==> config.mk <==
export PLATFORM = sky130hd
export DESIGN_NAME = dsc_config_regs
export DESIGN_NICKNAME = d
export VERILOG_FILES = /design/src/dsc_pkg.sv /design/src/dsc_config_regs.sv /design/src/dsc_sync.sv
export SDC_FILE = /design/constraint.sdc
export NUM_CORES = 1
export LEC_CHECK = 0
export BUFFER_PORTS_ARGS = -buffer_cell sky130_fd_sc_hd__buf_2
export CORE_UTILIZATION = 35
export CTS_CLUSTER_SIZE = 8
export DETAILED_ROUTE_END_ITERATION = 7
export PLACE_DENSITY = 0.6
export SLEW_MARGIN = 20
export SYNTH_ARGS = -nofsm -noshare
export SYNTH_HDL_FRONTEND = slang
export SYNTH_SLANG_ARGS = --single-unit
==> constraint.sdc <==
create_clock -name clock -period 2 [get_ports clock]
set_clock_uncertainty 0.15 [all_clocks]
set_input_delay 0.3 -clock clock [delete_from_list [all_inputs] [get_ports clock]]
set_output_delay 0.3 -clock clock [all_outputs]
set_load 0.01 [all_outputs]
==> src/dsc_pkg.sv <==
package dsc_pkg;

    // Register offsets on the serial configuration port
    localparam logic [4:0] OFS_SERIAL_COMM_CONFIG = 5'h00;
    localparam logic [4:0] OFS_DATAPATH_CONFIG_A = 5'h01;
    localparam logic [4:0] OFS_DATAPATH_CONFIG_B = 5'h02;

    // Serial communication register fields
    localparam int COMM_SDIO_BIDIR_BIT = 7;
    localparam int COMM_LSB_FIRST_BIT = 6;
    localparam int COMM_SOFT_RESET_BIT = 5;
    localparam int COMM_POWER_DOWN_BIT = 4;
    localparam int COMM_AUTO_PD_EN_BIT = 3;
    localparam int COMM_PLL_LOCK_BIT = 1;

    // Bits that software can store in the communication register
    localparam logic [7:0] COMM_WRITE_MASK = 8'hF8;

    // Datapath configuration register A fields
    localparam int DPA_INTERP_MSB = 7;
    localparam int DPA_INTERP_LSB = 6;
    localparam int DPA_FILTER_MODE_MSB = 5;
    localparam int DPA_FILTER_MODE_LSB = 2;
    localparam int DPA_DCLK_DELAY_MSB_BIT = 1;
    localparam int DPA_ZERO_STUFF_BIT = 0;

    // Datapath configuration register B fields
    localparam int DPB_UNSIGNED_BIT = 7;
    localparam int DPB_SINGLE_PORT_BIT = 6;
    localparam int DPB_REAL_MODE_BIT = 5;
    localparam int DPB_DCLK_DELAY_EN_BIT = 4;
    localparam int DPB_INV_SINC_EN_BIT = 3;
    localparam int DPB_DCLK_INVERT_BIT = 2;
    localparam int DPB_TXEN_INVERT_BIT = 1;
    localparam int DPB_Q_FIRST_BIT = 0;

    // Values after reset (registers also after a software reset) and on unmapped reads
    localparam logic [7:0] RST_SERIAL_COMM_CONFIG = 8'h00;
    localparam logic [7:0] RST_DATAPATH_CONFIG_A = 8'h00;
    localparam logic [7:0] RST_DATAPATH_CONFIG_B = 8'h00;
    localparam logic [7:0] RST_READ_DATA = 8'h00;
    localparam logic [7:0] UNMAPPED_READ_DATA = 8'h00;

    // Flip-flops in front of any pin input
    localparam int SYNC_STAGES = 2;

    typedef enum logic [1:0] {
        DSC_INTERP_1X = 2'h0,
        DSC_INTERP_2X = 2'h1,
        DSC_INTERP_4X = 2'h2,
        DSC_INTERP_8X = 2'h3
    } dsc_interp_t;

    // Request from the serial port engine, same clock
    typedef struct packed {
        logic wr_en;
        logic rd_en;
        logic [4:0] addr;
        logic [7:0] wdata;
    } dsc_req_t;

    // Full state of the register bank
    typedef struct packed {
        logic [7:0] comm;
        logic [7:0] dpa;
        logic [7:0] dpb;
        logic [7:0] rd_data;
        logic rd_valid;
        logic soft_reset_pulse;
        logic core_power_down;
        logic tx_enable;
    } dsc_state_t;

endpackage

==> src/dsc_config_regs.sv <==
`timescale 1ns/100ps
`default_nettype none

// Notes on behaviour
// - Comm bit 7 makes data pin bidirectional.
// - Comm bit 6 chooses LSB-first serial order.
// - Writing 1 then 0 resets register map.
// - Comm bit 4 powers down all but port.
// - Comm bit 3 allows automatic power-down.
// - Comm bit 1 reads PLL lock, read-only.
// - Reg 1 bits 5:2 pick filter mode.
// - Reg 1 bit 1 is data clock delay MSB.
// - Reg 1 bit 0 enables zero stuffing.
// - Reg 2 bit 6 feeds both converters port one.
// - Reg 2 bit 5 shuts off Q path.
// - Reg 2 bit 4 enables data clock delay.
// - Reg 2 bit 3 inserts inverse-sinc filter.
// - Reg 2 bit 2 inverts output data clock.
// - Reg 2 bit 1 inverts transmit-enable pin.
// - Reg 2 bit 0 puts Q word first.

module dsc_config_regs (
    // Clock, reset and freeze
    input wire logic clock,
    input wire logic rst_b,
    input wire logic ce,
    // Register access from the serial port engine
    input wire logic reg_wr_en,
    input wire logic reg_rd_en,
    input wire logic [4:0] reg_addr,
    input wire logic [7:0] reg_wdata,
    output logic [7:0] reg_rdata,
    output logic reg_rvalid,
    // Pins and core status
    input wire logic pll_locked_pin,
    input wire logic transmit_enable_pin,
    input wire logic auto_pd_request,
    // Serial port configuration
    output logic sdio_bidir,
    output logic lsb_first,
    output logic soft_reset_pulse,
    // Power control
    output logic power_down,
    output logic auto_pd_enable,
    output logic core_power_down,
    // Datapath configuration
    output dsc_pkg::dsc_interp_t interp_factor,
    output logic [3:0] filter_mode,
    output logic data_clock_delay_msb,
    output logic zero_stuff_en,
    output logic unsigned_format,
    output logic single_port,
    output logic real_mode,
    output logic data_clock_delay_en,
    output logic inv_sinc_en,
    output logic data_clock_invert,
    output logic txen_invert,
    output logic q_first,
    // Transmit enable after polarity, also the I/Q select
    output logic tx_enable
);

    dsc_pkg::dsc_state_t state_ff;
    dsc_pkg::dsc_state_t nxt_state;
    dsc_pkg::dsc_req_t req;
    logic pll_locked_sync;
    logic txen_sync;
    logic soft_reset_hit;

    // Both pins come from outside the clock domain
    dsc_sync #(
        .WIDTH(2),
        .STAGES(dsc_pkg::SYNC_STAGES)
    ) u_pin_sync (
        .clock(clock),
        .rst_b(rst_b),
        .ce(ce),
        .async_in({pll_locked_pin, transmit_enable_pin}),
        .sync_out({pll_locked_sync, txen_sync})
    );

    // Read value of one register; lock status is live, not stored
    function automatic logic [7:0] read_reg(
        input logic [4:0] addr,
        input logic [7:0] comm,
        input logic [7:0] dpa,
        input logic [7:0] dpb,
        input logic locked
    );
        logic [7:0] value;
        value = dsc_pkg::UNMAPPED_READ_DATA;
        unique case (addr)
            dsc_pkg::OFS_SERIAL_COMM_CONFIG: begin
                value = comm & dsc_pkg::COMM_WRITE_MASK;
                value[dsc_pkg::COMM_PLL_LOCK_BIT] = locked;
            end
            dsc_pkg::OFS_DATAPATH_CONFIG_A: begin
                value = dpa;
            end
            dsc_pkg::OFS_DATAPATH_CONFIG_B: begin
                value = dpb;
            end
            default: begin
                value = dsc_pkg::UNMAPPED_READ_DATA;
            end
        endcase
        return value;
    endfunction

    // A write reaches the register only at its own offset
    function automatic logic write_hit(
        input dsc_pkg::dsc_req_t r,
        input logic [4:0] offset
    );
        return r.wr_en && (r.addr == offset);
    endfunction

    always_comb begin
        req.wr_en = reg_wr_en;
        req.rd_en = reg_rd_en;
        req.addr = reg_addr;
        req.wdata = reg_wdata;
    end

    // The falling write of the reset bit is what restores the map
    always_comb begin
        soft_reset_hit = write_hit(req, dsc_pkg::OFS_SERIAL_COMM_CONFIG)
            && state_ff.comm[dsc_pkg::COMM_SOFT_RESET_BIT]
            && !req.wdata[dsc_pkg::COMM_SOFT_RESET_BIT];
    end

    always_comb begin
        nxt_state = state_ff;
        nxt_state.rd_valid = 1'b0;
        nxt_state.soft_reset_pulse = 1'b0;

        // Read-only lock bit and unused bits are masked off on write
        if (write_hit(req, dsc_pkg::OFS_SERIAL_COMM_CONFIG)) begin
            nxt_state.comm = req.wdata & dsc_pkg::COMM_WRITE_MASK;
        end
        if (write_hit(req, dsc_pkg::OFS_DATAPATH_CONFIG_A)) begin
            nxt_state.dpa = req.wdata;
        end
        if (write_hit(req, dsc_pkg::OFS_DATAPATH_CONFIG_B)) begin
            nxt_state.dpb = req.wdata;
        end

        if (soft_reset_hit) begin
            nxt_state.comm = dsc_pkg::RST_SERIAL_COMM_CONFIG;
            nxt_state.dpa = dsc_pkg::RST_DATAPATH_CONFIG_A;
            nxt_state.dpb = dsc_pkg::RST_DATAPATH_CONFIG_B;
            nxt_state.soft_reset_pulse = 1'b1;
        end

        // Read shows state before a write in the same cycle
        if (req.rd_en) begin
            nxt_state.rd_data = read_reg(req.addr, state_ff.comm, state_ff.dpa, state_ff.dpb, pll_locked_sync);
            nxt_state.rd_valid = 1'b1;
        end

        // Auto power-down only acts while software has allowed it
        nxt_state.core_power_down = nxt_state.comm[dsc_pkg::COMM_POWER_DOWN_BIT]
            || (nxt_state.comm[dsc_pkg::COMM_AUTO_PD_EN_BIT] && auto_pd_request);

        // Pin polarity applied here so the core sees one sense
        nxt_state.tx_enable = txen_sync ^ nxt_state.dpb[dsc_pkg::DPB_TXEN_INVERT_BIT];
    end

    always_ff @(posedge clock) begin
        if (!rst_b) begin
            state_ff.comm <= dsc_pkg::RST_SERIAL_COMM_CONFIG;
            state_ff.dpa <= dsc_pkg::RST_DATAPATH_CONFIG_A;
            state_ff.dpb <= dsc_pkg::RST_DATAPATH_CONFIG_B;
            state_ff.rd_data <= dsc_pkg::RST_READ_DATA;
            state_ff.rd_valid <= 1'b0;
            state_ff.soft_reset_pulse <= 1'b0;
            state_ff.core_power_down <= 1'b0;
            state_ff.tx_enable <= 1'b0;
        end else if (ce) begin
            state_ff <= nxt_state;
        end
    end

    // Register read port
    assign reg_rdata = state_ff.rd_data;
    assign reg_rvalid = state_ff.rd_valid;

    // Serial port configuration
    assign sdio_bidir = state_ff.comm[dsc_pkg::COMM_SDIO_BIDIR_BIT];
    assign lsb_first = state_ff.comm[dsc_pkg::COMM_LSB_FIRST_BIT];
    assign soft_reset_pulse = state_ff.soft_reset_pulse;

    // Power control; the serial port itself never powers down
    assign power_down = state_ff.comm[dsc_pkg::COMM_POWER_DOWN_BIT];
    assign auto_pd_enable = state_ff.comm[dsc_pkg::COMM_AUTO_PD_EN_BIT];
    assign core_power_down = state_ff.core_power_down;

    // Datapath configuration A
    assign interp_factor = dsc_pkg::dsc_interp_t'(
        state_ff.dpa[dsc_pkg::DPA_INTERP_MSB:dsc_pkg::DPA_INTERP_LSB]);
    assign filter_mode = state_ff.dpa[dsc_pkg::DPA_FILTER_MODE_MSB:dsc_pkg::DPA_FILTER_MODE_LSB];
    assign data_clock_delay_msb = state_ff.dpa[dsc_pkg::DPA_DCLK_DELAY_MSB_BIT];
    assign zero_stuff_en = state_ff.dpa[dsc_pkg::DPA_ZERO_STUFF_BIT];

    // Datapath configuration B
    assign unsigned_format = state_ff.dpb[dsc_pkg::DPB_UNSIGNED_BIT];
    assign single_port = state_ff.dpb[dsc_pkg::DPB_SINGLE_PORT_BIT];
    assign real_mode = state_ff.dpb[dsc_pkg::DPB_REAL_MODE_BIT];
    assign data_clock_delay_en = state_ff.dpb[dsc_pkg::DPB_DCLK_DELAY_EN_BIT];
    assign inv_sinc_en = state_ff.dpb[dsc_pkg::DPB_INV_SINC_EN_BIT];
    assign data_clock_invert = state_ff.dpb[dsc_pkg::DPB_DCLK_INVERT_BIT];
    assign txen_invert = state_ff.dpb[dsc_pkg::DPB_TXEN_INVERT_BIT];
    assign q_first = state_ff.dpb[dsc_pkg::DPB_Q_FIRST_BIT];

    // Transmit enable after polarity
    assign tx_enable = state_ff.tx_enable;

endmodule

`default_nettype wire

==> src/dsc_sync.sv <==
`timescale 1ns/100ps
`default_nettype none

module dsc_sync #(
    parameter int WIDTH = 1,
    parameter int STAGES = dsc_pkg::SYNC_STAGES
) (
    // Clock and control
    input wire logic clock,
    input wire logic rst_b,
    input wire logic ce,
    // Data
    input wire logic [WIDTH-1:0] async_in,
    output logic [WIDTH-1:0] sync_out
);

    typedef struct packed {
        logic [STAGES-1:0][WIDTH-1:0] chain;
    } dsc_sync_state_t;

    dsc_sync_state_t state_ff;
    dsc_sync_state_t nxt_state;

    // Refused at elaboration: one stage would let logic read a metastable bit
    if (STAGES < 2 || WIDTH < 1) begin : g_bad_params
        $error("dsc_sync needs at least two stages and one bit");
    end

    // First stage feeds only the second stage
    always_comb begin
        nxt_state = state_ff;
        nxt_state.chain = {state_ff.chain[STAGES-2:0], async_in};
    end

    always_ff @(posedge clock) begin
        if (!rst_b) begin
            state_ff <= '0;
        end else if (ce) begin
            state_ff <= nxt_state;
        end
    end

    assign sync_out = state_ff.chain[STAGES-1];

endmodule

`default_nettype wire

Word level (Yosys, flattened, before mapping). Index checks and enable logic that the tools add are counted.

Register bits: 40. Bits of input ports: 21. Output and inout port bits: 32. Word-level logic and storage cells: 38.

Eq/ne operators: 2. Mux-type cells: 7. Bitwise logic cells: 1. Reductions and logical operators: 16.

Operators with widths (count): $mux 24 (1); $mux 8 (3); $pmux 8 s3 (1); $reduce_and 2->1 (4); $logic_and 1x1->1 (6); $reduce_bool 2->1 (3); $eq 5x1->1 const B (1); $eq 5x2->1 const B (1); $logic_not 5->1 (1); $mux 1 (2); $logic_not 1->1 (1); $logic_or 1x1->1 (1); $xor 1x1->1 (1).

Logic depth before layout (Yosys ltp). Gate-level depths: netlist of run 1.

Depth in word-level cells: 7. Gate-level depth with buffers: 6. Depth with buffers taken out: 4.

Modules after synthesis. From an unflattened synthesis of run 1, not the netlist that was laid out.

Cells, all modules: 191. Area total of the unflattened synthesis: 1714.1 um^2.

By module, submodules not included: dsc_config_regs (times used 1, cells each 178, area an instance 1557.7 um^2); dsc_sync (times used 1, cells each 13, area an instance 156.4 um^2).

Worst setup path after synthesis of run 1. Ideal clock, no wire load.

Path type: input -> register. Start: input reg_addr[3]. End: register state_ff (netlist bit data_clock_delay_msb). Setup time: 117 ps. Arrival time: 1353 ps. Required time: 1733 ps. Path slack: 380 ps. Stages on the path: 6. Cell sequence: nor4b_4 -> buf_6 -> o2111ai_4 -> and2_4 -> buf_6 -> a22o_1.

Cells in the longest elaborated chain, start to end: 6. Elaborated cells between the ends (all ways): 9.

Ends and longest elaborated chain: from (decl) (RTL line dsc_config_regs.sv:30) `input wire logic [4:0] reg_addr,`; $logic_not 5->1 (RTL line dsc_config_regs.sv:115) `return r.wr_en && (r.addr == offset);`; $logic_and 1x1->1 (RTL line dsc_config_regs.sv:115); $logic_and 1x1->1 (RTL line dsc_config_regs.sv:128) `&& state_ff.comm[dsc_pkg::COMM_SOFT_RESET_BIT]`; $logic_and 1x1->1 (RTL line dsc_config_regs.sv:129) `&& !req.wdata[dsc_pkg::COMM_SOFT_RESET_BIT];`; $reduce_bool 2->1 (no source line); $reduce_and 2->1 (no source line); to (signal assigned) (RTL line dsc_config_regs.sv:180) `state_ff <= nxt_state;`; to (decl) (RTL line dsc_config_regs.sv:63) `dsc_pkg::dsc_state_t state_ff;`.

Several ways; a longest one is shown, not always the timed one. A chain may end at the register's enable or synchronous reset.

Final worst setup path of run 1.
Start: register state_ff[33] (netlist bit). End: register state_ff (netlist bit filter_mode[2]).

Cells in the longest elaborated chain, start to end: 4. Elaborated cells between the ends (all ways): 5.

Ends and longest elaborated chain (RTL line): $logic_and 1x1->1 * (dsc_config_regs.sv:128); $logic_and 1x1->1 * (dsc_config_regs.sv:129); $reduce_bool 2->1 (no source line); $reduce_and 2->1 (no source line).

Every way passes the cells marked *; elsewhere a longest branch is shown, timed or not.

==> results.ini, run 1 <==
[synth]
netlist.area_leader.share_pct=41.23
yosys.area_share.simple_pct=19.64
synth_commonest_cells=dfxtp_1, nand2_1, a22o_1, nor2b_1, buf_4
yosysSeqAreaShare_pct=41.23
ys.flop_type=dfxtp_1
synth_seq_cells=37
synthXorXnorAreaFrac_pct=0
synthMuxAreaShare_pct=6.685
synth.most_common_cell=dfxtp_1
synthCells=191
netlist_area_um2=1797
netlist_top_cells_area=dfxtp_1, a22o_1, mux2i_1
syn_area_per_cell_um2=9.407
synth-async-reset-ratio_pct=0
synth_fp_nets=212
synth_fa_ha_area_share_pct=0
yosys.area.top_type=dfxtp_1
ys_warn_count=0
synth_cell_types=36
synth_compound_area_share_pct=20.89
synth_top_family_by_area=compound AO/OA/AOI/OAI gates
synth_edf_count=0

[global_route]
grt_max_degree=33
antenna_found_initial=0
grt_pass1_vias=1336
grt_first_pass_wirelength_um=6893
gr-total-overflow=0
grt_usage_pct=16.81

[floorplan]
fp.dieW_um=73.65
rows=25
io_pins=53
fp.coreArea_um2=4817
dieArea_um2=5424
start_util_pct=37.30
die_y_um=73.65

[placed_design]
routabilityCongestion=0.7519
dp_slack_ns=0.2434
numPortBuffers=52
place_hpwl_um=3115
postPlaceCellArea_um2=1982

[timing]
tightest_slew_ns=0.4854
rsz0062_at_grt=false
fin_ws_ns=0.3600
hold_viol_final=0
setup_viol=0
max_freq_mhz=609.8
layout_min_cycle_time_ns=1.640
fin_crit_sh_pct=82.00
tns_ns=0
max_slew_margin_pct=67.58
maxSlewViolCount=0

[critical_path]
endpoint_kind=flop
cp.arrival_ns=1.67
crit_path_start_kind=flop
crit_family=simple AND/OR/NAND/NOR gates
cp_max_fo=7
worstPathRequired_ns=2.03
crit_path_max_incr_delay_ns=0.44
critPathBufInv=0
worst-setup-path-type=flop to flop
cpMaxStageDelayCell=nor2b_1
crit_chain=nor2b_1 > o2111ai_4 > and2_4 > a22o_1

[cts]
post_cts_buffers=0
cts_inserted_buffers=5
cts_tree=done
clkLatencyLatePin_ns=0.28
clock_sinks=37
ctsResizeCount=0
cts.clk_slew.worst_paths_ns=0.08
cts_hold_buf=0
htree_levels=2
cts_root_buf=clkbuf_8
cts_buffer_depth=2

[detailed_routing]
drt_wl_total_um=4262
avgViaCountPerCell=5.051
drtIter0Drc=144
wl_per_cell_um=14.50
vias=1485
drt_first_pass_iters=4
drcViolationCount=0
ant_nets=0

[min_path]
hold_class=primary input to flop

[power_and_ir_drop]
worst_ir_drop_vdd_mv=0.4443
p_total_mw=1.548
leakagePower_nw=0.9005
powerDensity_nw_per_um2=736.5

[status]
outcome=completed

[layout]
nets=247
diodes=0
synthToLayoutAreaGrowth_pct=16.99
final_area_um2=2102
drive_above_1_share_pct=32.16

[flow_run]
maxCapViolCount=0

-- cell families after synthesis --
group	Yosys count
AO/OA/AOI/OAI	48
buffers and inverters	32
flip-flops	37
multiplexers	12
AND/OR/NAND/NOR	62
-- cell type report --
| class | instances | area (um^2) |
|---|---|---|
| clock inverters | 2 | 37.54 |
| inverters | 3 | 11.26 |
| well taps | 67 | 83.83 |
| multi-input cells | 122 | 848.3 |
| flip-flops and latches | 37 | 740.7 |
| repair buffers | 57 | 297.8 |
| fillers | 523 | 2715 |
| clock buffers | 6 | 82.58 |
-- sequential cells by signal (all words and copies together), names as in the netlist, 2 cells and up --
| signal | count |
|---|---|
| filter_mode | 4 |
| interp_factor | 2 |
| reg_rdata | 8 |
| u_pin_sync.nxt_state | 2 |
| u_pin_sync.sync_out | 2 |
-- report_power, final --
| group | switching [mW] | internal, mW |
|---|---|---|
| Sequential | 0.00691 | 0.746 |
| Clock | 0.270 | 0.406 |
| Combinational | 0.0700 | 0.0495 |
| Total | 0.347 | 1.20 |
-- path summary, 6_finish.rpt --
check                           endpoint  depth (start not counted)  slack, ns                       from
min reg2reg    reg_rdata[2]$_SDFFE_PN0P_                          2       0.32  reg_rdata[2]$_SDFFE_PN0P_
max          filter_mode[2]$_SDFFE_PN0P_                          4       0.36  state_ff[33]$_SDFFE_PN0P_
max reg2reg  filter_mode[2]$_SDFFE_PN0P_                          4       0.36  state_ff[33]$_SDFFE_PN0P_
min          filter_mode[0]$_SDFFE_PN0P_                          2       0.10               reg_wdata[2]
-- placed cells by master (no fill, tap or decap), drive strengths merged, types with 3 or more instances in the layout --
cell,count
clkbuf,6
nand4,3
inv,3
a22oi,7
and2,3
o21ai,9
buf,57
a22o,15
and3,4
a21boi,8
dfxtp,37
nand3,9
nand2,19
mux2i,12
nor2b,15
-- routing by layer --
| layer | up-vias | share of wire, % | global-route usage [%] |
|---|---|---|---|
| met1 | 701 | 48 | 24.05 |
| met4 | 0 | 0.66 | 4.487 |
| met5 | - | 0 | 0 |
| met3 | 2 | 6.7 | 4.252 |
| li1 | 738 | - | - |
| met2 | 44 | 44 | 24.97 |
-- metrics by stage --
| stage | instances | utilization (%) | hold slack, ns |
|---|---|---|---|
| 2_1_floorplan | 191 | - | 0.2755 |
| 3_3_place_gp | 286 | 41.14 | 0.3012 |
| 3_5_place_dp | 286 | 41.14 | 0.3065 |
| 4_1_cts | 294 | 43.64 | 0.09028 |
| 5_1_grt | 294 | 43.64 | 0.1089 |
| 6_report | 294 | 43.64 | 0.1003 |
-- worst register-to-register path: cells and delay by family (launching register included) --
kind | cells | cell delay [ns]
simple gates | 2 | 0.66
compound gates | 2 | 0.38
flops | 1 | 0.36
No activity file was read; power rests on OpenSTA's default activity.
==> run 2, diff against run 1 <==
Settings changed: PLACE_DENSITY 0.6 to 0.62.
Clock period 2 ns to 1.45 ns, I/O delays scaled along.
==> run 2 against run 1 <==
Clock-buffer cell count did not move. Worst setup slack got worse by 0.28 ns. Sequential cell count did not move. Clock power rose by 38%. Via count rose by 3.3%.
==> results.ini, run 2 (synthesis results as in run 1) <==
[status]
outcome=completed

[timing]
tns_ns=0
fin_crit_sh_pct=94.17
max_freq_mhz=732.3
maxSlewViolCount=0
rsz0062_at_grt=false
layout_min_cycle_time_ns=1.366
setup_viol=0
hold_viol_final=0
max_slew_margin_pct=77.36
tightest_slew_ns=0.3396

[power_and_ir_drop]
p_sw_mw=0.4856
clkPwrFrac_pct=43.0
p_sw_share_pct=22.42
intPower_mw=1.680
powerDensity_nw_per_um2=966.5
pwr-share-comb_pct=9.0
worst_ir_drop_vdd_mv=0.4896
leakagePower_nw=0.9763
seq_power_share_pct=47.9

[layout]
layout_commonest_cell=buf_2
diodes=0
final_cell_mix=buf_2, dfxtp_1, nand2_1
drive_above_1_share_pct=36.36
fill_cells=482
largest_reg_flops=8
nets=262
synthToLayoutAreaGrowth_pct=24.72
final_cell_count_no_fill=309

[cts]
cts_tree=done
cts_inserted_buffers=5
cts_buffer_depth=2
cts_root_buf=clkbuf_8
cts.clk_slew.worst_paths_ns=0.08
htree_levels=2
clock_sinks=37
clkLatencyLatePin_ns=0.28

[detailed_routing]
drtIter0Drc=110
vias=1534
drt_wl_total_um=4412
avgViaCountPerCell=4.964
drt_first_pass_iters=4
drcViolationCount=0
ant_nets=0
wl_per_cell_um=14.28

[critical_path]
cp.arrival_ns=1.42
endpoint_kind=flop
worst-setup-path-type=primary input to flop
cp_max_fo=4
crit_path_start_kind=primary input
reg2reg_setup_slack_ns=0.09
worstPathRequired_ns=1.51

[global_route]
antenna_found_initial=0
grt_pass1_vias=1454
grt_usage_pct=17.58
grt_first_pass_wirelength_um=7162
grt_max_degree=19
gr-total-overflow=0

[placed_design]
dp.cells=299
place_hpwl_um=3329
numPortBuffers=52
routabilityCongestion=0.7504

[min_path]
hold_class=primary input to flop

[floorplan]
die_y_um=73.65
dieArea_um2=5424
fp.dieW_um=73.65
io_pins=53
fp.coreArea_um2=4817
rows=25
start_util_pct=37.30

[flow_run]
maxCapViolCount=0

==> run 2: worst max-delay path, stage by stage <==
cell	delay, ns
buf_2	0.12
nor4b_4	0.35
buf_4	0.17
nand2_1	0.07
or2_2	0.30
a41oi_1	0.19
==> run 2: metal layers <==
metal / track usage (%) / wire length, um
met5: 0 / 0
met4: 4.487 / 35
met3: 4.390 / 206
met2: 28.13 / 2016
met1: 23.57 / 2155
==> run 2: what timing repair did <==
item                                    in CTS  in global routing
endpoints found under the setup margin       0                 20
buffers inserted                             0                  1
resized for setup                            0                  2
hold buffers                                 0                  1
endpoints found under the hold margin        0                  1
==> run 2: layout make-up <==
| class | instances | area (um^2) | share of cell area [%] |
|---|---|---|---|
| Timing Repair Buffer | 72 | 425.4 | 18.98 |
| Multi-Input combinational cell | 122 | 859.6 | 38.36 |
| Sequential cell | 37 | 740.7 | 33.05 |
| Clock inverter | 2 | 37.54 | 1.675 |
| Tap cell | 67 | 83.83 | 3.741 |
| Clock buffer | 6 | 82.58 | 3.685 |
| Inverter | 3 | 11.26 | 0.5025 |
==> run 2: final timing paths <==
path	startpoint	endpoint	cells after the start
worst max-delay path	reg_addr[3]	core_power_down$_SDFFE_PN0P_	6
worst min-delay path	reg_wdata[1]	data_clock_delay_msb$_SDFFE_PN0P_	2
worst max register to register	state_ff[33]$_SDFFE_PN0P_	real_mode$_SDFFE_PN0P_	5
worst min register to register	reg_rdata[0]$_SDFFE_PN0P_	reg_rdata[0]$_SDFFE_PN0P_	2
==> run 2: metrics by stage <==
stage                     hold WS [ns]  area [um^2]  power (mW)  setup WS (ns)  utilization, %
after CTS                     0.005039         2215       2.175        0.01369           45.97
after detailed placement        0.3058         2095       1.253        -0.2492           43.48
final                          0.01140         2241       2.166        0.08448           46.52
after floorplan                 0.1930         1799       1.163       -0.01969               -
after global routing          0.009023         2241       2.259        0.01061           46.52
after global placement          0.3033         2095       1.252        -0.2106           43.48
==> run 2: power groups by stage <==
stage	sequential, mW	clock, mW	combinational, mW
2_1_floorplan	1.06	0	0.0996
3_3_place_gp	1.06	0	0.190
3_5_place_dp	1.06	0	0.190
4_1_cts	1.04	0.945	0.191
5_1_grt	1.04	1.00	0.214
6_report	1.04	0.932	0.196
==> run 3, diff against run 2 <==
Settings changed: PLACE_DENSITY 0.62 to 0.6.
Clock period 1.45 ns to 1.5 ns, I/O delays scaled along.
==> run 3 against run 2 <==
First-iteration DRC count decreased by 45%. Critical endpoint is now data_clock_delay_msb$_SDFFE_PN0P_. Non-clock buffer count is 1 lower. Global-route usage rose by 0.32 points. Design area is 1.3% lower. Final cell count fell by 0.32%. Sequential power decreased by 4%. Largest power group unchanged. Die area is the same. Via count is 0.65% lower.
==> results.ini, run 3 (synthesis results as in run 1) <==
[floorplan]
fp.coreArea_um2=4817
io_pins=53
die_y_um=73.65
dieArea_um2=5424
rows=25
fp.dieW_um=73.65
start_util_pct=37.30

[layout]
drive_above_1_share_pct=36.10
nets=261
diodes=0
largest_reg_flops=8
synthToLayoutAreaGrowth_pct=23.12
layout_commonest_cell=buf_2
final_util_pct=45.92
final_cell_mix=buf_2, dfxtp_1, nand2_1

[placed_design]
routabilityCongestion=0.8111
dp_slack_ns=-0.1826
place_hpwl_um=3420
numPortBuffers=52

[global_route]
gr-total-overflow=0
grt_pass1_vias=1442
grt_max_degree=16
grt_first_pass_wirelength_um=7217
antenna_found_initial=0
grt_usage_pct=17.89

[critical_path]
cp_max_fo=7
worstPathRequired_ns=1.54
crit_path_start_kind=flop
endpoint_kind=flop
cpMaxStageDelayCell=dfxtp_1
worst-setup-path-type=flop to flop
cp.arrival_ns=1.43
crit_path_max_incr_delay_ns=0.34
crit_chain=nor2b_4 > o2111ai_4 > and2_4 > a22o_1

[detailed_routing]
ant_nets=0
wl_per_cell_um=14.43
avgViaCountPerCell=4.948
drcViolationCount=0
vias=1524
drtIter0Drc=61
drt_wl_total_um=4445
drt_first_pass_iters=4

[timing]
hold_viol_final=0
tightest_slew_ns=0.3517
fin_crit_sh_pct=92.47
fin_ws_ns=0.1129
layout_min_cycle_time_ns=1.387
rsz0062_at_grt=false
max_slew_margin_pct=76.38
setup_viol=0
maxSlewViolCount=0
hold_ws_ns=0.01258
tns_ns=0
max_freq_mhz=720.9

[min_path]
hold_class=primary input to flop

[cts]
cts_buffer_depth=2
clkLatencyLatePin_ns=0.29
cts_tree=done
cts_inserted_buffers=5
post_cts_buffers=0
clock_sinks=37
htree_levels=2
cts.clk_slew.worst_paths_ns=0.08
cts_root_buf=clkbuf_8

[power_and_ir_drop]
powerDensity_nw_per_um2=936.9
leakagePower_nw=0.9641
worst_ir_drop_vdd_mv=0.4287
p_total_mw=2.072

[flow_run]
maxCapViolCount=0

[status]
outcome=completed

-- run 3: power by group --
| group | leakage [nW] | switching [mW] | internal, mW | total [mW] |
|---|---|---|---|---|
| sequential | 0.299 | 0.00892 | 0.994 | 1.00 |
| combinational | 0.611 | 0.100 | 0.0836 | 0.184 |
| clock | 0.0543 | 0.388 | 0.498 | 0.885 |
-- run 3: area by class of cell --
class,instances,area [um^2]
sequential,37,740.7
timing repair buffer,71,405.4
inverter,3,11.26
fill,514,2605
clock buffer,5,68.82
tap,67,83.83
clock inverter,3,46.29
multi-input combinational,122,855.8
-- run 3: repair_timing --
action	4_1_cts	5_1_grt
endpoints found under the hold margin	1	0
resized for setup	0	1
setup endpoints to repair	0	8
hold buffers	1	0
-- run 3: per-stage QoR --
| stage | instance area [um^2] | cells |
|---|---|---|
| after floorplan | 1799 | 191 |
| after global placement | 2082 | 299 |
| after detailed placement | 2082 | 299 |
| after global routing | 2212 | 308 |
| final | 2212 | 308 |
| after CTS | 2207 | 308 |
-- run 3: final timing paths --
| path | start | end | slack, ns | cells past startpoint |
|---|---|---|---|---|
| worst max register to register | state_ff[33]$_SDFFE_PN0P_ | data_clock_delay_msb$_SDFFE_PN0P_ | 0.11 | 4 |
| worst min-delay path | reg_wdata[2] | filter_mode[0]$_SDFFE_PN0P_ | 0.01 | 2 |
| worst min register to register | reg_rdata[0]$_SDFFE_PN0P_ | reg_rdata[0]$_SDFFE_PN0P_ | 0.31 | 2 |
| worst max-delay path | state_ff[33]$_SDFFE_PN0P_ | data_clock_delay_msb$_SDFFE_PN0P_ | 0.11 | 4 |
-- run 3: critical path, delay by kind of cell (launching register included) --
kind,cells,cell delay (ns)
DFF,1,0.34
and+or+nand+nor,2,0.43
AOI/OAI and AO/OA,2,0.37
-- run 3: metal layers --
metal	GRT usage [%]	up-vias	part of all wire (%)
met5	0	-	0
li1	-	768	-
met2	25.59	48	43
met4	7.692	0	1.8
met3	3.978	8	5.9
met1	25.59	700	49
